File: src/verilog/dffm_params.svh
// constants of the drive fault flag masking block
`ifndef DFFM_PARAMS_SVH
`define DFFM_PARAMS_SVH
// object indices and subindices
`define DFFM_IDX_FLAGS     16'h2320
`define DFFM_IDX_MASKS     16'h2321
`define DFFM_IDX_HANDLE    16'h2322
`define DFFM_SUB_COUNT     8'h00
`define DFFM_SUB_1         8'h01
`define DFFM_SUB_2         8'h02
`define DFFM_SUB_3         8'h03
`define DFFM_MASK_COUNT    8'h03
`define DFFM_HANDLE_COUNT  8'h02
// reset values
`define DFFM_EMCY_MASK_RST 16'hFFFF
`define DFFM_SHUT_MASK_RST 16'h0000
`define DFFM_PIN_MASK_RST  16'h00FF
`define DFFM_DELAY_RST     16'h00C8
`define DFFM_DEV_RST       16'h7530
// fault flag bit positions
`define DFFM_B_OCUR   0
`define DFFM_B_DEV    1
`define DFFM_B_OVOLT  2
`define DFFM_B_OTEMP  3
`define DFFM_B_MEM    4
`define DFFM_B_PASSV  6
`define DFFM_B_OVRN   7
`define DFFM_B_GUARD  8
`define DFFM_B_BOFF   9
`define DFFM_B_OFLOW  11
`define DFFM_B_SWERR  12
`define DFFM_B_PLONG  13
`define DFFM_B_PSHORT 14
// flags cleared by a drive fault reset; link flags never are
`define DFFM_RESETTABLE 16'h7810
`define DFFM_COMM_BITS  16'h03C0
// emergency codes per flag
`define DFFM_C_RESET  16'h0000
`define DFFM_C_OCUR   16'h2310
`define DFFM_C_DEV    16'h8400
`define DFFM_C_OVOLT  16'h3210
`define DFFM_C_OTEMP  16'h4310
`define DFFM_C_MEM    16'h5530
`define DFFM_C_PASSV  16'h8120
`define DFFM_C_OVRN   16'h8110
`define DFFM_C_GUARD  16'h8130
`define DFFM_C_BOFF   16'h8140
`define DFFM_C_OFLOW  16'h6320
`define DFFM_C_SWERR  16'h6100
`define DFFM_C_PLONG  16'h8210
`define DFFM_C_PSHORT 16'h8220
// standard error register bits
`define DFFM_STD_GENERIC 0
`define DFFM_STD_COMM    4
// timing
`define DFFM_CLK_NS       10
`define DFFM_TICK_NS      10000000
`define DFFM_OVR_DELAY_NS 1000
`endif

File: src/verilog/dffm_pkg.sv
// types of the drive fault flag masking block
package dffm_pkg;
  // object dictionary request
  typedef struct packed {
    logic        valid;
    logic        wr;
    logic [15:0] index;
    logic [7:0]  sub;
    logic [15:0] wdata;
  } dffm_od_req_t;
  // object dictionary answer
  typedef struct packed {
    logic        ack;
    logic        err;
    logic [15:0] rdata;
  } dffm_od_rsp_t;
  // emergency telegram offered to the can transmitter
  typedef struct packed {
    logic        valid;
    logic [15:0] code;
    logic [7:0]  errreg;
  } dffm_emcy_t;
endpackage

File: src/verilog/dffm_persist.sv
// persistence filter: condition must hold for delay ticks
`timescale 1ns/10ps
module dffm_persist (
  // clock and reset
  input  wire logic        core_clk_in,
  input  wire logic        srst_in,
  // condition and timebase
  input  wire logic        cond_in,
  input  wire logic        tick_in,
  input  wire logic [15:0] delay_in,
  // filtered fault
  output logic             fault_out
);
  logic [15:0] cnt_q;

  // count hundredths while the condition stands, restart on drop
  always_ff @(posedge core_clk_in) begin
    if (srst_in || !cond_in) begin
      cnt_q <= 16'h0000;
    end else if (tick_in && cnt_q < delay_in) begin
      cnt_q <= cnt_q + 16'h0001;
    end
  end

  // report only once the full delay has elapsed
  always_ff @(posedge core_clk_in) begin
    if (srst_in) begin
      fault_out <= 1'b0;
    end else begin
      fault_out <= cond_in && (cnt_q >= delay_in);
    end
  end
endmodule // dffm_persist

File: src/verilog/dffm_top.sv
// fault flag register, masks and emergency queue of a motor drive
`timescale 1ns/10ps
`include "dffm_params.svh"

// Operation
// RL1 - input overrun queues code 8110, sets comm bit 4 and flag bit 7
// RL2 - overrun telegram goes out delayed; error-reset telegram keeps bits set
// RL3 - error-passive entry sends 8120, sets comm bit 4 and flag bit 6
// RL4 - return to error-active sends error-reset code, clears flag bit 6
// RL5 - valid frame while bus-off sends 8140, sets bit 4 and bit 9
// RL6 - overrun, bus-off recovery and monitoring flags stick until restart
// RL7 - read-only 16-bit fault flag register, one bit per error type
// RL8 - bits 0..4: overcurrent, deviation, overvoltage, overtemperature, memory
// RL9 - bits 6..9: error passive, overrun, monitoring error, bus-off recovery
// RL10 - bit 11 computation overflow, bit 12 internal software error
// RL11 - long frame sets bit 13 and is processed; short sets 14, dropped
// RL12 - every flag bit maps to its own emergency code
// RL13 - only bits enabled in emergency mask send telegrams; resets all ones
// RL14 - bits in shutdown mask drive fault reaction; mask resets to zero
// RL15 - bits in pin mask assert error pin; mask resets to 00FF
// RL16 - writing shutdown mask also sets those bits in emergency mask
// RL17 - overcurrent, deviation, overvoltage must persist delay hundredths
// RL18 - deviation: absolute speed difference above limit for the delay
// RL19 - entry counts read 3 for masks and 2 for handling object
// RL20 - guarding or heartbeat timeout sets bit 8 and sends 8130
// RL21 - telegram sent once when an enabled bit newly sets
module dffm_top #(
  parameter int TICK_CYCLES = `DFFM_TICK_NS / `DFFM_CLK_NS
) (
  // clock and reset
  input  wire logic                 core_clk_in,
  input  wire logic                 srst_in,
  // object dictionary access
  input  wire dffm_pkg::dffm_od_req_t od_req_in,
  output dffm_pkg::dffm_od_rsp_t    od_rsp_out,
  // can controller events
  input  wire logic                 can_overrun_in,
  input  wire logic                 can_passive_in,
  input  wire logic                 can_busoff_in,
  input  wire logic                 can_rx_valid_in,
  input  wire logic                 guard_timeout_in,
  input  wire logic                 hb_timeout_in,
  // process data frames
  input  wire logic                 pdo_rx_in,
  input  wire logic [3:0]           pdo_len_in,
  input  wire logic [3:0]           pdo_exp_len_in,
  output logic                      pdo_process_out,
  // drive conditions
  input  wire logic                 ocur_in,
  input  wire logic                 ovolt_in,
  input  wire logic                 otemp_in,
  input  wire logic                 mem_err_in,
  input  wire logic                 calc_ovf_in,
  input  wire logic                 sw_err_in,
  input  wire logic signed [15:0]   act_vel_in,
  input  wire logic signed [15:0]   tgt_vel_in,
  input  wire logic                 fault_reset_in,
  // emergency telegram handshake
  output dffm_pkg::dffm_emcy_t      emcy_out,
  input  wire logic                 emcy_ready_in,
  // drive side outputs
  output logic                      shutdown_out,
  output logic                      fault_pin_out,
  output logic [7:0]                std_err_out
);
  localparam int OVR_CYC =
    (`DFFM_OVR_DELAY_NS + `DFFM_CLK_NS - 1) / `DFFM_CLK_NS;
  localparam int TW = $clog2(TICK_CYCLES + 1);

  logic [15:0]   flags_q, flags_d, rise;
  logic [15:0]   emcy_mask_q, shut_mask_q, pin_mask_q;
  logic [15:0]   delay_q, dev_lim_q;
  logic [15:0]   pend_q, pend_d, elig;
  logic          rst_pend_q, rst_pend_d;
  logic          passive_q;
  logic [15:0]   ovr_cnt_q;
  logic [TW-1:0] tick_cnt_q;
  logic          tick;
  logic [2:0]    cond, filt;
  logic          pdo_long, pdo_short;
  logic          pin_hit, shut_hit;
  dffm_pkg::dffm_emcy_t emcy_d;

  // emergency code of each flag bit [RL12]
  function automatic logic [15:0] code_of(input logic [3:0] b);
    case (b)
      4'h0:    code_of = `DFFM_C_OCUR;
      4'h1:    code_of = `DFFM_C_DEV;
      4'h2:    code_of = `DFFM_C_OVOLT;
      4'h3:    code_of = `DFFM_C_OTEMP;
      4'h4:    code_of = `DFFM_C_MEM;
      4'h6:    code_of = `DFFM_C_PASSV;
      4'h7:    code_of = `DFFM_C_OVRN;
      4'h8:    code_of = `DFFM_C_GUARD;
      4'h9:    code_of = `DFFM_C_BOFF;
      4'hB:    code_of = `DFFM_C_OFLOW;
      4'hC:    code_of = `DFFM_C_SWERR;
      4'hD:    code_of = `DFFM_C_PLONG;
      default: code_of = `DFFM_C_PSHORT;
    endcase
  endfunction

  // lowest set bit index; ties resolved toward equipment faults
  function automatic logic [3:0] first_bit(input logic [15:0] v);
    first_bit = 4'h0;
    for (int i = 15; i >= 0; i--) begin
      if (v[i]) first_bit = 4'(i);
    end
  endfunction

  // absolute speed difference, one bit wider to avoid wrap
  function automatic logic [16:0] abs_diff(input logic signed [15:0] a,
                                           input logic signed [15:0] b);
    logic signed [16:0] d;
    d = 17'(a) - 17'(b);
    abs_diff = d[16] ? 17'(-d) : 17'(d);
  endfunction

  // hundredth-of-a-second timebase for the persistence filters
  always_ff @(posedge core_clk_in) begin
    if (srst_in || tick) begin
      tick_cnt_q <= '0;
    end else begin
      tick_cnt_q <= tick_cnt_q + TW'(1);
    end
  end
  assign tick = (tick_cnt_q == TW'(TICK_CYCLES - 1));

  // raw conditions: overcurrent, deviation, overvoltage [RL18]
  assign cond[0] = ocur_in;
  assign cond[1] = abs_diff(act_vel_in, tgt_vel_in) > {1'b0, dev_lim_q};
  assign cond[2] = ovolt_in;

  // one filter per delayed fault [RL17]
  for (genvar g = 0; g < 3; g++) begin : g_persist
    dffm_persist u_persist (
      .core_clk_in (core_clk_in),
      .srst_in     (srst_in),
      .cond_in     (cond[g]),
      .tick_in     (tick),
      .delay_in    (delay_q),
      .fault_out   (filt[g])
    );
  end

  // frame length classification [RL11]
  assign pdo_long  = pdo_rx_in && (pdo_len_in > pdo_exp_len_in);
  assign pdo_short = pdo_rx_in && (pdo_len_in < pdo_exp_len_in);

  // next flag value; set terms come last so a set beats a clear
  always_comb begin
    flags_d = flags_q;
    if (fault_reset_in) begin
      flags_d = flags_q & ~`DFFM_RESETTABLE;
    end
    flags_d[`DFFM_B_OCUR]  = filt[0];                         // [RL8]
    flags_d[`DFFM_B_DEV]   = filt[1];                         // [RL8]
    flags_d[`DFFM_B_OVOLT] = filt[2];                         // [RL8]
    flags_d[`DFFM_B_OTEMP] = otemp_in;                        // [RL8]
    if (mem_err_in) flags_d[`DFFM_B_MEM] = 1'b1;              // [RL8]
    flags_d[`DFFM_B_PASSV] = can_passive_in;              // [RL3] [RL4]
    if (can_overrun_in) flags_d[`DFFM_B_OVRN] = 1'b1;         // [RL1] [RL9]
    if (guard_timeout_in || hb_timeout_in) begin
      flags_d[`DFFM_B_GUARD] = 1'b1;                          // [RL20]
    end
    if (can_rx_valid_in && can_busoff_in) begin
      flags_d[`DFFM_B_BOFF] = 1'b1;                           // [RL5]
    end
    if (calc_ovf_in) flags_d[`DFFM_B_OFLOW] = 1'b1;           // [RL10]
    if (sw_err_in)   flags_d[`DFFM_B_SWERR] = 1'b1;           // [RL10]
    if (pdo_long)    flags_d[`DFFM_B_PLONG] = 1'b1;           // [RL11]
    if (pdo_short)   flags_d[`DFFM_B_PSHORT] = 1'b1;          // [RL11]
  end

  // link flags 7..9 only ever set, so only srst clears them [RL6]
  always_ff @(posedge core_clk_in) begin
    if (srst_in) begin
      flags_q <= 16'h0000;
    end else begin
      flags_q <= flags_d;                                     // [RL7]
    end
  end
  assign rise = flags_d & ~flags_q;

  // process short-free frames one cycle after arrival [RL11]
  always_ff @(posedge core_clk_in) begin
    if (srst_in) begin
      pdo_process_out <= 1'b0;
    end else begin
      pdo_process_out <= pdo_rx_in && !pdo_short;
    end
  end

  // passive level history for the return-to-active edge
  always_ff @(posedge core_clk_in) begin
    if (srst_in) begin
      passive_q <= 1'b0;
    end else begin
      passive_q <= can_passive_in;
    end
  end

  // overrun telegram hold-off, loaded only when the overrun flag first sets [RL2]
  always_ff @(posedge core_clk_in) begin
    if (srst_in) begin
      ovr_cnt_q <= 16'h0000;
    end else if (rise[`DFFM_B_OVRN]) begin
      ovr_cnt_q <= 16'(OVR_CYC);
    end else if (ovr_cnt_q != 16'h0000) begin
      ovr_cnt_q <= ovr_cnt_q - 16'h0001;
    end
  end
  assign elig = pend_q & ~((ovr_cnt_q != 16'h0000) ?
                           (16'h0001 << `DFFM_B_OVRN) : 16'h0000);

  // telegram queue: one per newly set enabled bit [RL21]
  always_comb begin
    pend_d     = pend_q;
    rst_pend_d = rst_pend_q;
    emcy_d     = emcy_out;
    if (!emcy_out.valid || emcy_ready_in) begin
      emcy_d.valid = 1'b0;
      if (elig != 16'h0000) begin
        emcy_d.valid = 1'b1;
        emcy_d.code  = code_of(first_bit(elig));              // [RL12]
        emcy_d.errreg = std_err_out;
        pend_d[first_bit(elig)] = 1'b0;
      end else if (rst_pend_q) begin
        emcy_d.valid = 1'b1;
        emcy_d.code  = `DFFM_C_RESET;                          // [RL4]
        emcy_d.errreg = std_err_out;
        rst_pend_d   = 1'b0;
      end
    end
    // errreg is frozen with the code so a held telegram never changes
    pend_d = pend_d | (rise & emcy_mask_q);                   // [RL13]
    if (passive_q && !can_passive_in) begin
      rst_pend_d = 1'b1;                                      // [RL4]
    end
  end

  // queue and telegram registers
  always_ff @(posedge core_clk_in) begin
    if (srst_in) begin
      pend_q     <= 16'h0000;
      rst_pend_q <= 1'b0;
      emcy_out   <= '0;
    end else begin
      pend_q     <= pend_d;
      rst_pend_q <= rst_pend_d;
      emcy_out   <= emcy_d;
    end
  end

  // standard error register: generic plus communication [RL1] [RL3]
  always_ff @(posedge core_clk_in) begin
    if (srst_in) begin
      std_err_out <= 8'h00;
    end else begin
      std_err_out <= 8'h00;
      std_err_out[`DFFM_STD_GENERIC] <= |flags_d;
      std_err_out[`DFFM_STD_COMM] <= |(flags_d & `DFFM_COMM_BITS);
    end
  end

  // shutdown and pin outputs; a zero mask never asserts them
  assign shut_hit = |(flags_q & shut_mask_q);
  assign pin_hit  = |(flags_q & pin_mask_q);
  always_ff @(posedge core_clk_in) begin
    if (srst_in) begin
      shutdown_out  <= 1'b0;
      fault_pin_out <= 1'b0;
    end else begin
      shutdown_out  <= shut_hit;                              // [RL14]
      fault_pin_out <= pin_hit;                               // [RL15]
    end
  end

  // writable objects; shutdown bits also land in the emergency mask
  always_ff @(posedge core_clk_in) begin
    if (srst_in) begin
      emcy_mask_q <= `DFFM_EMCY_MASK_RST;                     // [RL13]
      shut_mask_q <= `DFFM_SHUT_MASK_RST;                     // [RL14]
      pin_mask_q  <= `DFFM_PIN_MASK_RST;                      // [RL15]
      delay_q     <= `DFFM_DELAY_RST;                         // [RL17]
      dev_lim_q   <= `DFFM_DEV_RST;                           // [RL18]
    end else if (od_req_in.valid && od_req_in.wr) begin
      if (od_req_in.index == `DFFM_IDX_MASKS) begin
        if (od_req_in.sub == `DFFM_SUB_1) begin
          emcy_mask_q <= od_req_in.wdata;
        end else if (od_req_in.sub == `DFFM_SUB_2) begin
          shut_mask_q <= od_req_in.wdata;
          emcy_mask_q <= emcy_mask_q | od_req_in.wdata;       // [RL16]
        end else if (od_req_in.sub == `DFFM_SUB_3) begin
          pin_mask_q  <= od_req_in.wdata;
        end
      end else if (od_req_in.index == `DFFM_IDX_HANDLE) begin
        if (od_req_in.sub == `DFFM_SUB_1) begin
          delay_q   <= od_req_in.wdata;
        end else if (od_req_in.sub == `DFFM_SUB_2) begin
          dev_lim_q <= od_req_in.wdata;
        end
      end
    end
  end

  // read data and abort flag, answered one cycle after the request
  always_ff @(posedge core_clk_in) begin
    if (srst_in) begin
      od_rsp_out <= '0;
    end else begin
      od_rsp_out       <= '0;
      od_rsp_out.ack   <= od_req_in.valid;
      od_rsp_out.err   <= od_req_in.valid;
      if (!od_req_in.valid) begin
        od_rsp_out.err <= 1'b0;
      end else if (od_req_in.index == `DFFM_IDX_FLAGS &&
                   od_req_in.sub == `DFFM_SUB_COUNT) begin
        od_rsp_out.err   <= od_req_in.wr;                     // [RL7]
        od_rsp_out.rdata <= flags_q;
      end else if (od_req_in.index == `DFFM_IDX_MASKS) begin
        od_rsp_out.err <= 1'b0;
        if (od_req_in.sub == `DFFM_SUB_COUNT) begin
          od_rsp_out.err   <= od_req_in.wr;
          od_rsp_out.rdata <= {8'h00, `DFFM_MASK_COUNT};      // [RL19]
        end else if (od_req_in.sub == `DFFM_SUB_1) begin
          od_rsp_out.rdata <= emcy_mask_q;
        end else if (od_req_in.sub == `DFFM_SUB_2) begin
          od_rsp_out.rdata <= shut_mask_q;
        end else if (od_req_in.sub == `DFFM_SUB_3) begin
          od_rsp_out.rdata <= pin_mask_q;
        end else begin
          od_rsp_out.err <= 1'b1;
        end
      end else if (od_req_in.index == `DFFM_IDX_HANDLE) begin
        od_rsp_out.err <= 1'b0;
        if (od_req_in.sub == `DFFM_SUB_COUNT) begin
          od_rsp_out.err   <= od_req_in.wr;
          od_rsp_out.rdata <= {8'h00, `DFFM_HANDLE_COUNT};    // [RL19]
        end else if (od_req_in.sub == `DFFM_SUB_1) begin
          od_rsp_out.rdata <= delay_q;
        end else if (od_req_in.sub == `DFFM_SUB_2) begin
          od_rsp_out.rdata <= dev_lim_q;
        end else begin
          od_rsp_out.err <= 1'b1;
        end
      end
    end
  end
endmodule // dffm_top

File: config.mk
export PLATFORM = sky130hd
export DESIGN_NAME = dffm_top
export DESIGN_NICKNAME = d
export VERILOG_FILES = /design/src/verilog/dffm_pkg.sv /design/src/verilog/dffm_persist.sv /design/src/verilog/dffm_top.sv
export VERILOG_INCLUDE_DIRS = /design/src /design/src/verilog
export SDC_FILE = /design/constraint.sdc
export NUM_CORES = 1
export LEC_CHECK = 0
export BUFFER_PORTS_ARGS = -buffer_cell sky130_fd_sc_hd__buf_2
export CAP_MARGIN = 40
export CORE_ASPECT_RATIO = 1.25
export CORE_MARGIN = 3
export CORE_UTILIZATION = 40
export CTS_CLUSTER_DIAMETER = 50
export DETAILED_ROUTE_END_ITERATION = 8
export SYNTH_ARGS = -nofsm -noshare
export SYNTH_HDL_FRONTEND = slang
export SYNTH_SLANG_ARGS = --single-unit
export TNS_END_PERCENT = 100
File: constraint.sdc
create_clock -name core_clk_in -period 6.19 [get_ports core_clk_in]
set_input_delay 0.9285 -clock core_clk_in [delete_from_list [all_inputs] [get_ports core_clk_in]]
set_output_delay 0.9285 -clock core_clk_in [all_outputs]
set_load 0.02 [all_outputs]
Yosys cells after proc, flatten, opt, wreduce, memory -nomap -nowiden
Memories as Yosys holds them, arrays and structs flattened.
Cells that the tools add are included.
- bitwise gates (word level): 15
- multiplexer cells: 57
- $lt $le $gt $ge: 11
- reductions and logical operators: 46
- $add $sub $neg: 7
- eq/ne operators: 8
- operator list (operator ; number):
    16-bit two-way mux ; 9
    17-bit two-way mux ; 6
    16-bit AND ; 6
    4-bit two-way mux ; 18
    25-bit two-way mux ; 2
    16-bit by 1-bit adder with 16-bit output, second input constant ; 3
    16-bit by 14-bit equality test with 1-bit output, second input constant ; 3
    16-bit >= comparator ; 3
    16-bit < comparator ; 3
    16-bit OR reduction ; 3
    16-bit NOT ; 2
    16-bit bitwise OR ; 2
    16-bit nonzero test ; 2
    20-bit by 1-bit adder with 20-bit output, second input constant ; 1
    20-bit equality test, second input constant ; 1
    17-bit by 16-bit greater-than comparator with 1-bit output ; 1
    1-bit two-way mux ; 17
    17-bit negation ; 1
    16-bit by 16-bit subtractor with 17-bit output ; 1
    8-bit by 2-bit equality test with 1-bit output, second input constant ; 2
    8-bit NOT with 16-bit output ; 1
    16-bit by 1-bit subtractor with 16-bit output, second input constant ; 1
    15-bit two-way mux ; 1
    1-bit logical AND ; 14
    other kinds (20) ; 41
- memories: 1
- memory bits (read-only): 160
- word-level logic and storage cells: 174
- output and inout bits: 54
- register bits: 255
- memory list (memory ; words ; width ; rd ports ; clocked after memory_dff ; write ports ; RTL line ; source):
    (no name shown) ; 16 ; 10 ; 1 ; 0 ; 0 ; dffm_top.sv:86 ; case (b)

Depth between registers and ports, before layout
Gate-level depths: netlist of the first run.
- depth after elaboration: 31
- gate-level depth with buffers: 21

Hierarchy
From an unflattened synthesis of the first run, not the netlist that was laid out.
- cells, all modules: 1680
- area, all modules: 13653.1 um2
- by module, submodules not included (module ; area each (um2) ; times used ; cells an instance):
    dffm_top ; 9816.9 ; 1 ; 1185
    dffm_persist ; 1278.7 ; 3 ; 165

Worst setup path after synthesis of the first run
Ideal clock, no wire load.
- kind: input port to flip-flop
- start: in act_vel_in[0]
- end: reg g_persist[1].u_persist.cnt_q[11]
- cell stages on the path: 18
- arrival: 4.780 ns
- library setup time: 0.115 ns
- path slack: 1.294 ns
- path through: inv_1 > ha_1 > fa_1 > nand2b_1 > a21oi_1 > xor2_1 > or3_4 > nor4_4 > and2_4 > a21oi_1 > xnor2_1 > ha_1 > a2111oi_0 > o21ai_0 > o311a_1 > a41oi_4 > buf_6 > nor2_2
- cells in the longest elaborated chain, start to end: 6
- ends and longest elaborated chain (item ; RTL line ; source):
    start: declaration ; dffm_top.sv:55 ; input wire logic signed [15:0] act_vel_in,
    16-bit by 16-bit subtractor with 17-bit output * ; dffm_top.sv:115 ; d = 17'(a) - 17'(b);
    17-bit negation ; dffm_top.sv:116 ; abs_diff = d[16] ? 17'(-d) : 17'(d);
    17-bit two-way mux * ; dffm_top.sv:116 ;
    17-bit by 16-bit greater-than comparator with 1-bit output * ; dffm_top.sv:131 ; assign cond[1] = abs_diff(act_vel_in, tgt_vel_in) > {1'b0, dev_lim_q};
    1-bit zero test * ; dffm_persist.sv:18 ; if (srst_in || !cond_in) begin
    1-bit logical OR * ; dffm_persist.sv:18 ;
    end signal: assignment ; dffm_persist.sv:21 ; cnt_q <= cnt_q + 16'h0001;
    end: declaration ; dffm_persist.sv:14 ; logic [15:0] cnt_q;
Mark *: on every way between the ends. The rest lies on a longest branch, timed or not.
A chain may end at the register's enable or synchronous reset.

Worst setup path in the final report of the first run
- start: in act_vel_in[0]
- end: reg g_persist[1].u_persist.cnt_q[1]
Same word-level chain as after synthesis.

==> run_results.csv, run 1 <==
group,metric,value,unit
logic_synthesis,ys_ff_latch,233,
logic_synthesis,yosys.area.top_type,"dfxtp_1",
cts,clock-root-buffer,"clkbuf_16",
power,vdd.ir_drop.worst,0.0002025,V
route,drt-initial-drc-count,779,
placement,dp_slack,0.4075,ns
route,drc,0,
cts,clock_sinks,233,
worst_setup_path,crit_arrival,5.54,ns
route,drtAntennaViolNets,0,
sta,max-slew-margin-rel,45.81,%
logic_synthesis,syn_area_per_cell,8.491,µm²
worst_setup_path,critPathLaunchType,"input pin",
logic_synthesis,syn_area,0.01347,mm²
logic_synthesis,yosysUniqueCellTypes,94,
min_path,worstHoldEndpoint,"pend_q[15]",
cts,clk_path_buf_depth,3,
floorplanning,core.rowCount,74,
floorplanning,die-area,0.03592,mm²
logic_synthesis,ys_async_sr_fraction,0,%
worst_setup_path,r2r_cells,11,
worst_setup_path,required,6.58,ns
placement,portBuffers,134,
sta,worstMarginPinSlew,0.8099,ns
worst_setup_path,r2r_start,"ovr_cnt_q[7]",
run,max_cap_viol_count,0,
sta,postLayoutSetupSlackWorst,1.042,ns
min_path,hp-class,"reg -> reg",
finish,area_growth,14.32,%
worst_setup_path,worstPathCellList,"buf_2 -> inv_1 -> ha_1 -> fa_1 -> nand2b_1 -> a21o_1 -> a21oi_2 -> a41o_1 -> nand2_1 -> a31oi_1 -> a21oi_1 -> xnor2_1 -> ha_1 -> a2111oi_0 -> o21ai_0 -> o311a_1 -> a41oi_4 -> nor2_1",
cts,htree_levels,1,
grt,gr-total-overflow,0,
worst_setup_path,endpoint_kind,"flop",
floorplanning,die_h,211.1,µm
cts,clk_pin_slew_worst_paths,0.06,ns
cts,postCtsSetupBuffers,0,
worst_setup_path,max_stage_delay,0.61,ns
power,total_power,4.222,mW
sta,min_period_over_period,83.17,%
cts,numCtsBuffers,27,
floorplanning,coreArea,0.03296,mm²
sta,min_period,5.148,ns
logic_synthesis,synth_ff_type,"dfxtp_1",
finish,drive_gt1_share,15.26,%
finish,antenna_cells,0,
worst_setup_path,worst_path_max_delay_cell,"a41oi_4",
finish,fillerInstances,3196,
logic_synthesis,synth.top_cell.area_share,34.64,%
logic_synthesis,synth_edf_count,0,
finish,regArea,0.004664,mm²
route,viasPerCell,5.543,
sta,slew_viol_final,0,
grt,first_global_vias,11380,
logic_synthesis,synthMostInstantiatedCell,"dfxtp_1",
worst_setup_path,path_class,"in -> reg",
finish,multi_input_area,0.008085,mm²
finish,nets,1895,
route,firstDrtPassIters,6,
outcome,status,"finished clean",
placement,hpwl,27790,µm
worst_setup_path,crit_fanout,17,
min_path,hold_depth,2,
cts,clock_latency,0.54,ns
worst_setup_path,r2r_end,"pend_q[9]",
logic_synthesis,ys_warn_count,0,
floorplanning,num_io_pins,153,
worst_setup_path,cp_common_cell,"ha_1",
worst_setup_path,rrSetupSlack,2.93,ns
logic_synthesis,synth_area_leaders,"dfxtp_1 (35%), ha_1 (8.9%), nor2_1 (5.5%), nand2_1 (3.8%), xnor2_1 (3.6%)",
grt,track_usage,20.18,%
logic_synthesis,synthCells,1586,
route,vias,11830,
min_path,min-delay-start,"pend_q[15]",
floorplanning,fp.dieW,170.1,µm
cts,hold_buffers,0,
cts,cts_resized,0,
sta,tns,0,ns
grt,antenna_found_initial,0,
sta,skew,0.009265,ns
sta,final_hold_viol_count,0,
logic_synthesis,synth.top_cells.by_count,"dfxtp_1 (233), nor2_1 (198), nand2_1 (137), ha_1 (96), a21oi_1 (94)",
sta,setup_viol,0,
grt,grt_max_degree,77,
sta,rsz0062_at_grt,"no",
logic_synthesis,ys_seq_area_share,34.64,%
finish,fin_cells,2135,
power,p_leak,6.231,nW
route,routedWlPerCell,17.31,µm
sta,holdWs,0.4446,ns
placement,place_inst,2087,
grt,grt_pass1_wl,59350,µm
placement,place_congestion,0.8535,
power,power_density,274.3,mW/mm²
cts,cts_tree,"done",
route,finalWirelength,36960,µm
sta,max_freq,194.2,MHz
floorplanning,start_util,40.86,%
[where the power goes]
group / internal [mW] / total [mW] / switching [mW]
clock network: 1.05 / 1.70 / 0.642
registers: 1.57 / 1.64 / 0.0649
logic: 0.356 / 0.890 / 0.535
[state kept, by name, summed over array words and instances (netlist names), 2 cells and up]
signal / cells
dev_lim_q: 16
tick_cnt_q: 20
od_rsp_out: 18
pin_mask_q: 16
std_err_out: 2
delay_q: 16
flags_q: 13
emcy_mask_q: 16
g_persist.u_persist.fault_out: 3
pend_q: 16
shut_mask_q: 16
emcy_out: 13
ovr_cnt_q: 16
g_persist.u_persist.cnt_q: 48
[cell families after synthesis]
logic type	synth area share [%]
xor gates and xnor gates	5.333
buffers and inverters	5.798
other	0.02785
and+or+nand+nor	22.11
DFF	34.64
AOI/OAI and AO/OA	19.24
adders and majority gates	9.068
muxes	3.781
[layout by cell type (no fill, tap or decap), types with 14 or more instances in the layout]
cell type	count
conb_1	18
dfxtp_1	233
a221o_1	16
o21ai_0	36
a21oi_1	94
a31oi_1	15
nor2_1	198
ha_1	96
a211o_1	22
mux2i_1	34
clkbuf_16	27
nor2b_1	26
nor3_1	25
nand3_1	36
and3_1	15
inv_1	91
or3_1	14
xor2_1	26
nand2_1	137
a21o_1	20
xnor2_1	56
buf_2	133
o22ai_1	14
nand4_1	28
nand2b_1	23
mux2_2	15
[per-layer routing]
metal | up-vias | wire, µm | global-route usage [%]
li1 | 5888 | - | -
met3 | 55 | 1787 | 2.490
met1 | 5582 | 16190 | 25.70
met5 | - | 0 | 0
met4 | 0 | 1005 | 6.409
met2 | 309 | 17980 | 35.44
[final cells by class]
class	instances	share of cell area, %
well taps	418	3.397
clock buffers	34	4.820
repair buffers	148	5.388
flip-flops and latches	233	30.30
multi-input cells	1197	52.52
clock inverters	13	1.333
inverters	92	2.243
[worst max-delay path by stage]
stage,startpoint,to,slack [ns],cells after the start
final,act_vel_in[0],g_persist[1].u_persist.cnt_q[1],1.04,18
after global routing,act_vel_in[0],g_persist[1].u_persist.cnt_q[0],0.50,18
after CTS,act_vel_in[0],g_persist[1].u_persist.cnt_q[4],0.96,18
after detailed placement,act_vel_in[0],g_persist[1].u_persist.cnt_q[4],0.41,18
after global placement,act_vel_in[0],g_persist[1].u_persist.cnt_q[0],0.63,18
after floorplan,act_vel_in[0],g_persist[1].u_persist.cnt_q[11],1.29,18
[metrics by stage]
stage	utilization [%]	area, µm²
2_1_floorplan	-	13530
3_3_place_gp	43.52	14340
3_5_place_dp	43.81	14440
4_1_cts	46.68	15390
5_1_grt	46.71	15390
6_report	46.71	15390
[worst max-delay path, delay by kind of cell]
family	cells	cell delay [ns]
xor+xnor	1	0.16
simple gates	3	0.39
compound gates	9	2.99
buf+inv	2	0.10
fa+ha+maj	3	0.95
Power figures use the tool's default switching activity.
==> run 2: changes to the inputs <==
- ABC_AREA: default -> 1
- clock period: 6.19 -> 5.3 ns (I/O delays scaled with it)
==> run 2 against run 1 <==
Net effect:
- non-clock buffer count decreased by 3
- critical path depth increased by 10
- highest routed layer unchanged
- combinational power increased by 12%
- sequential share of layout area decreased by 0.57 points
- sequential power increased by 16%
- register-to-register slack got worse by 0.56 ns
- area after synthesis increased by 0.96%
- hold slack got worse by 0.0037 ns
- final cell count increased by 16%
- critical path type unchanged
==> run_results.csv, run 2 <==
group,metric,value,unit
cts,clock_sinks,233,
logic_synthesis,synth.top_cell.area_share,34.31,%
worst_setup_path,crit_fanout,17,
finish,drive_gt1_share,12.35,%
route,finalWirelength,37530,µm
floorplanning,num_io_pins,153,
worst_setup_path,critPathLaunchType,"input pin",
finish,largest_registers,"g_persist.u_persist.cnt_q (48), tick_cnt_q (20), od_rsp_out (18)",
cts,hold_buffers,0,
logic_synthesis,synthAdderAreaFrac,8.982,%
placement,place_congestion,0.8885,
logic_synthesis,ys_async_sr_fraction,0,%
sta,skew,0.03728,ns
sta,max-slew-margin-rel,44.75,%
logic_synthesis,yosysUniqueCellTypes,57,
power,total_power,5.030,mW
cts,cts_resized,0,
logic_synthesis,synth_compound_area_share,18.54,%
sta,setup_viol,0,
grt,gr-total-overflow,0,
logic_synthesis,synth.top_cells.by_count,"nand2_1 (342), inv_1 (300), dfxtp_1 (233), nor2_1 (192), a21oi_1 (141)",
power,power_density,320.5,mW/mm²
finish,largest_reg_flops,48,
logic_synthesis,synthCells,1895,
route,routedWlPerCell,15.21,µm
floorplanning,coreArea,0.03305,mm²
sta,max_freq,241.9,MHz
sta,slew_viol_final,0,
finish,largest_register,"g_persist.u_persist.cnt_q",
finish,layout_commonest_cell,"nand2_1",
sta,min_period,4.134,ns
grt,grt_max_degree,72,
sta,postLayoutSetupSlackWorst,1.167,ns
floorplanning,start_util,41.13,%
floorplanning,core.rowCount,74,
min_path,hp-class,"reg -> reg",
cts,clock-root-buffer,"clkbuf_16",
route,drtAntennaViolNets,0,
logic_synthesis,ys_seq_area_share,34.31,%
finish,nets,2222,
route,vias,12710,
grt,first_global_vias,12300,
logic_synthesis,synthMostInstantiatedCell,"nand2_1",
logic_synthesis,synth_ff_type,"dfxtp_1",
logic_synthesis,yosys-mux-area-fraction,0.07362,%
run,max_cap_viol_count,0,
logic_synthesis,syn_area,0.01360,mm²
finish,fin_area,0.01569,mm²
grt,grt_pass1_wl,60720,µm
outcome,status,"finished clean",
finish,antenna_cells,0,
placement,portBuffers,134,
logic_synthesis,ys_warn_count,0,
route,viasPerCell,5.154,
logic_synthesis,synth-simple-area-share,23.29,%
worst_setup_path,required,5.73,ns
route,drt-initial-drc-count,814,
sta,final_hold_viol_count,0,
cts,clk_path_buf_depth,3,
placement,dp_slack,0.5778,ns
logic_synthesis,synth_top_family_by_area,"simple AND/OR/NAND/NOR gates",
logic_synthesis,ys_ff_latch,233,
grt,track_usage,20.44,%
sta,tns,0,ns
route,firstDrtPassIters,5,
finish,final_cell_mix,"nand2_1 (342), inv_1 (299), dfxtp_1 (233)",
worst_setup_path,endpoint_kind,"flop",
power,vdd.ir_drop.worst,0.0002184,V
finish,area_growth,15.42,%
floorplanning,die-area,0.03625,mm²
cts,htree_levels,1,
route,drc,0,
logic_synthesis,syn_area_per_cell,7.174,µm²
floorplanning,die_h,212.1,µm
logic_synthesis,synth_area_leaders,"dfxtp_1 (34%), nand2_1 (9.4%), ha_1 (8.8%), inv_1 (8.3%), nor2_1 (5.3%)",
cts,postCtsSetupBuffers,0,
logic_synthesis,synth_edf_count,0,
placement,dpl_cell_area,0.01463,mm²
worst_setup_path,path_class,"in -> reg",
placement,hpwl,28700,µm
power,p_leak,6.978,nW
cts,clk_pin_slew_worst_paths,0.06,ns
sta,min_period_over_period,77.99,%
grt,antenna_found_initial,0,
cts,clock_latency,0.58,ns
logic_synthesis,yosys.area.top_type,"dfxtp_1",
sta,worstMarginPinSlew,0.8265,ns
cts,cts_tree,"done",
logic_synthesis,synth_xor_area_share,3.884,%
sta,rsz0062_at_grt,"no",
floorplanning,fp.dieW,170.9,µm
cts,numCtsBuffers,30,
finish,fillerInstances,3362,
worst_setup_path,crit_arrival,4.56,ns
## run 2: worst paths after layout
kind | cells after the start | start | to | slack (ns)
setup reg to reg | 24 | ovr_cnt_q[0] | emcy_out[17] | 2.37
setup / recovery | 28 | act_vel_in[0] | g_persist[1].u_persist.cnt_q[1] | 1.17
hold / removal | 2 | g_persist[2].u_persist.fault_out | flags_q[2] | 0.44
hold reg to reg | 2 | g_persist[2].u_persist.fault_out | flags_q[2] | 0.44
## run 2: per-layer routing
metal	track usage, %	up-vias	wire length [µm]
met5	0	-	0
met4	6.746	0	1118
met3	2.883	65	2041
met2	36.51	326	18170
met1	25.23	5774	16200
li1	-	6549	-
## run 2: kinds of logic after synthesis
family          Yosys count
flops                   233
buf+inv                 369
mux                       1
compound gates          410
other cells               1
simple gates            728
fa+ha+maj                97
xor+xnor                 56
## run 2: power breakdown
part           leakage [nW]  switching, mW  internal (mW)  total (mW)
Clock                 0.519          0.832           1.30        2.13
Sequential             1.89         0.0645           1.84        1.90
Combinational          4.57          0.633          0.361       0.995
## run 2: metrics by stage
| step | hold WS [ns] | instances | util [%] |
|---|---|---|---|
| 2_1_floorplan | 0.4175 | 1912 | - |
| 3_3_place_gp | 0.4275 | 2409 | 44.14 |
| 3_5_place_dp | 0.4354 | 2412 | 44.27 |
| 4_1_cts | 0.4323 | 2467 | 47.48 |
| 5_1_grt | 0.4640 | 2467 | 47.48 |
| 6_report | 0.4409 | 2467 | 47.48 |
## run 2: cell type report
type | instances | area (µm²) | share of cell area, %
Timing Repair Buffer | 145 | 773.2 | 4.927
Clock inverter | 19 | 247.7 | 1.579
Sequential cell | 233 | 4664 | 29.72
Clock buffer | 36 | 813.3 | 5.183
Multi-Input combinational cell | 1310 | 7522 | 47.93
Tap cell | 418 | 523.0 | 3.333
Inverter | 306 | 1149 | 7.319
## run 2: worst max-delay path: stages
cell and delay (ns):
buf_2 0.07, inv_1 0.03, ha_1 0.21, fa_1 0.40
inv_1 0.07, nand3_1 0.06, nand2_1 0.14, a21oi_4 0.09
o21bai_2 0.20, nand3_1 0.12, nand3_1 0.10, nand2_2 0.13
inv_1 0.25, nand2_1 0.10, xor2_1 0.13, inv_1 0.06
ha_1 0.28, a21o_1 0.18, o21ai_0 0.16, nand3_1 0.10
nand2_1 0.07, nand3_1 0.06, nand2_1 0.06, a21boi_0 0.07
o32ai_1 0.15, nand2_2 0.12, nand2_4 0.26, nor2_1 0.07
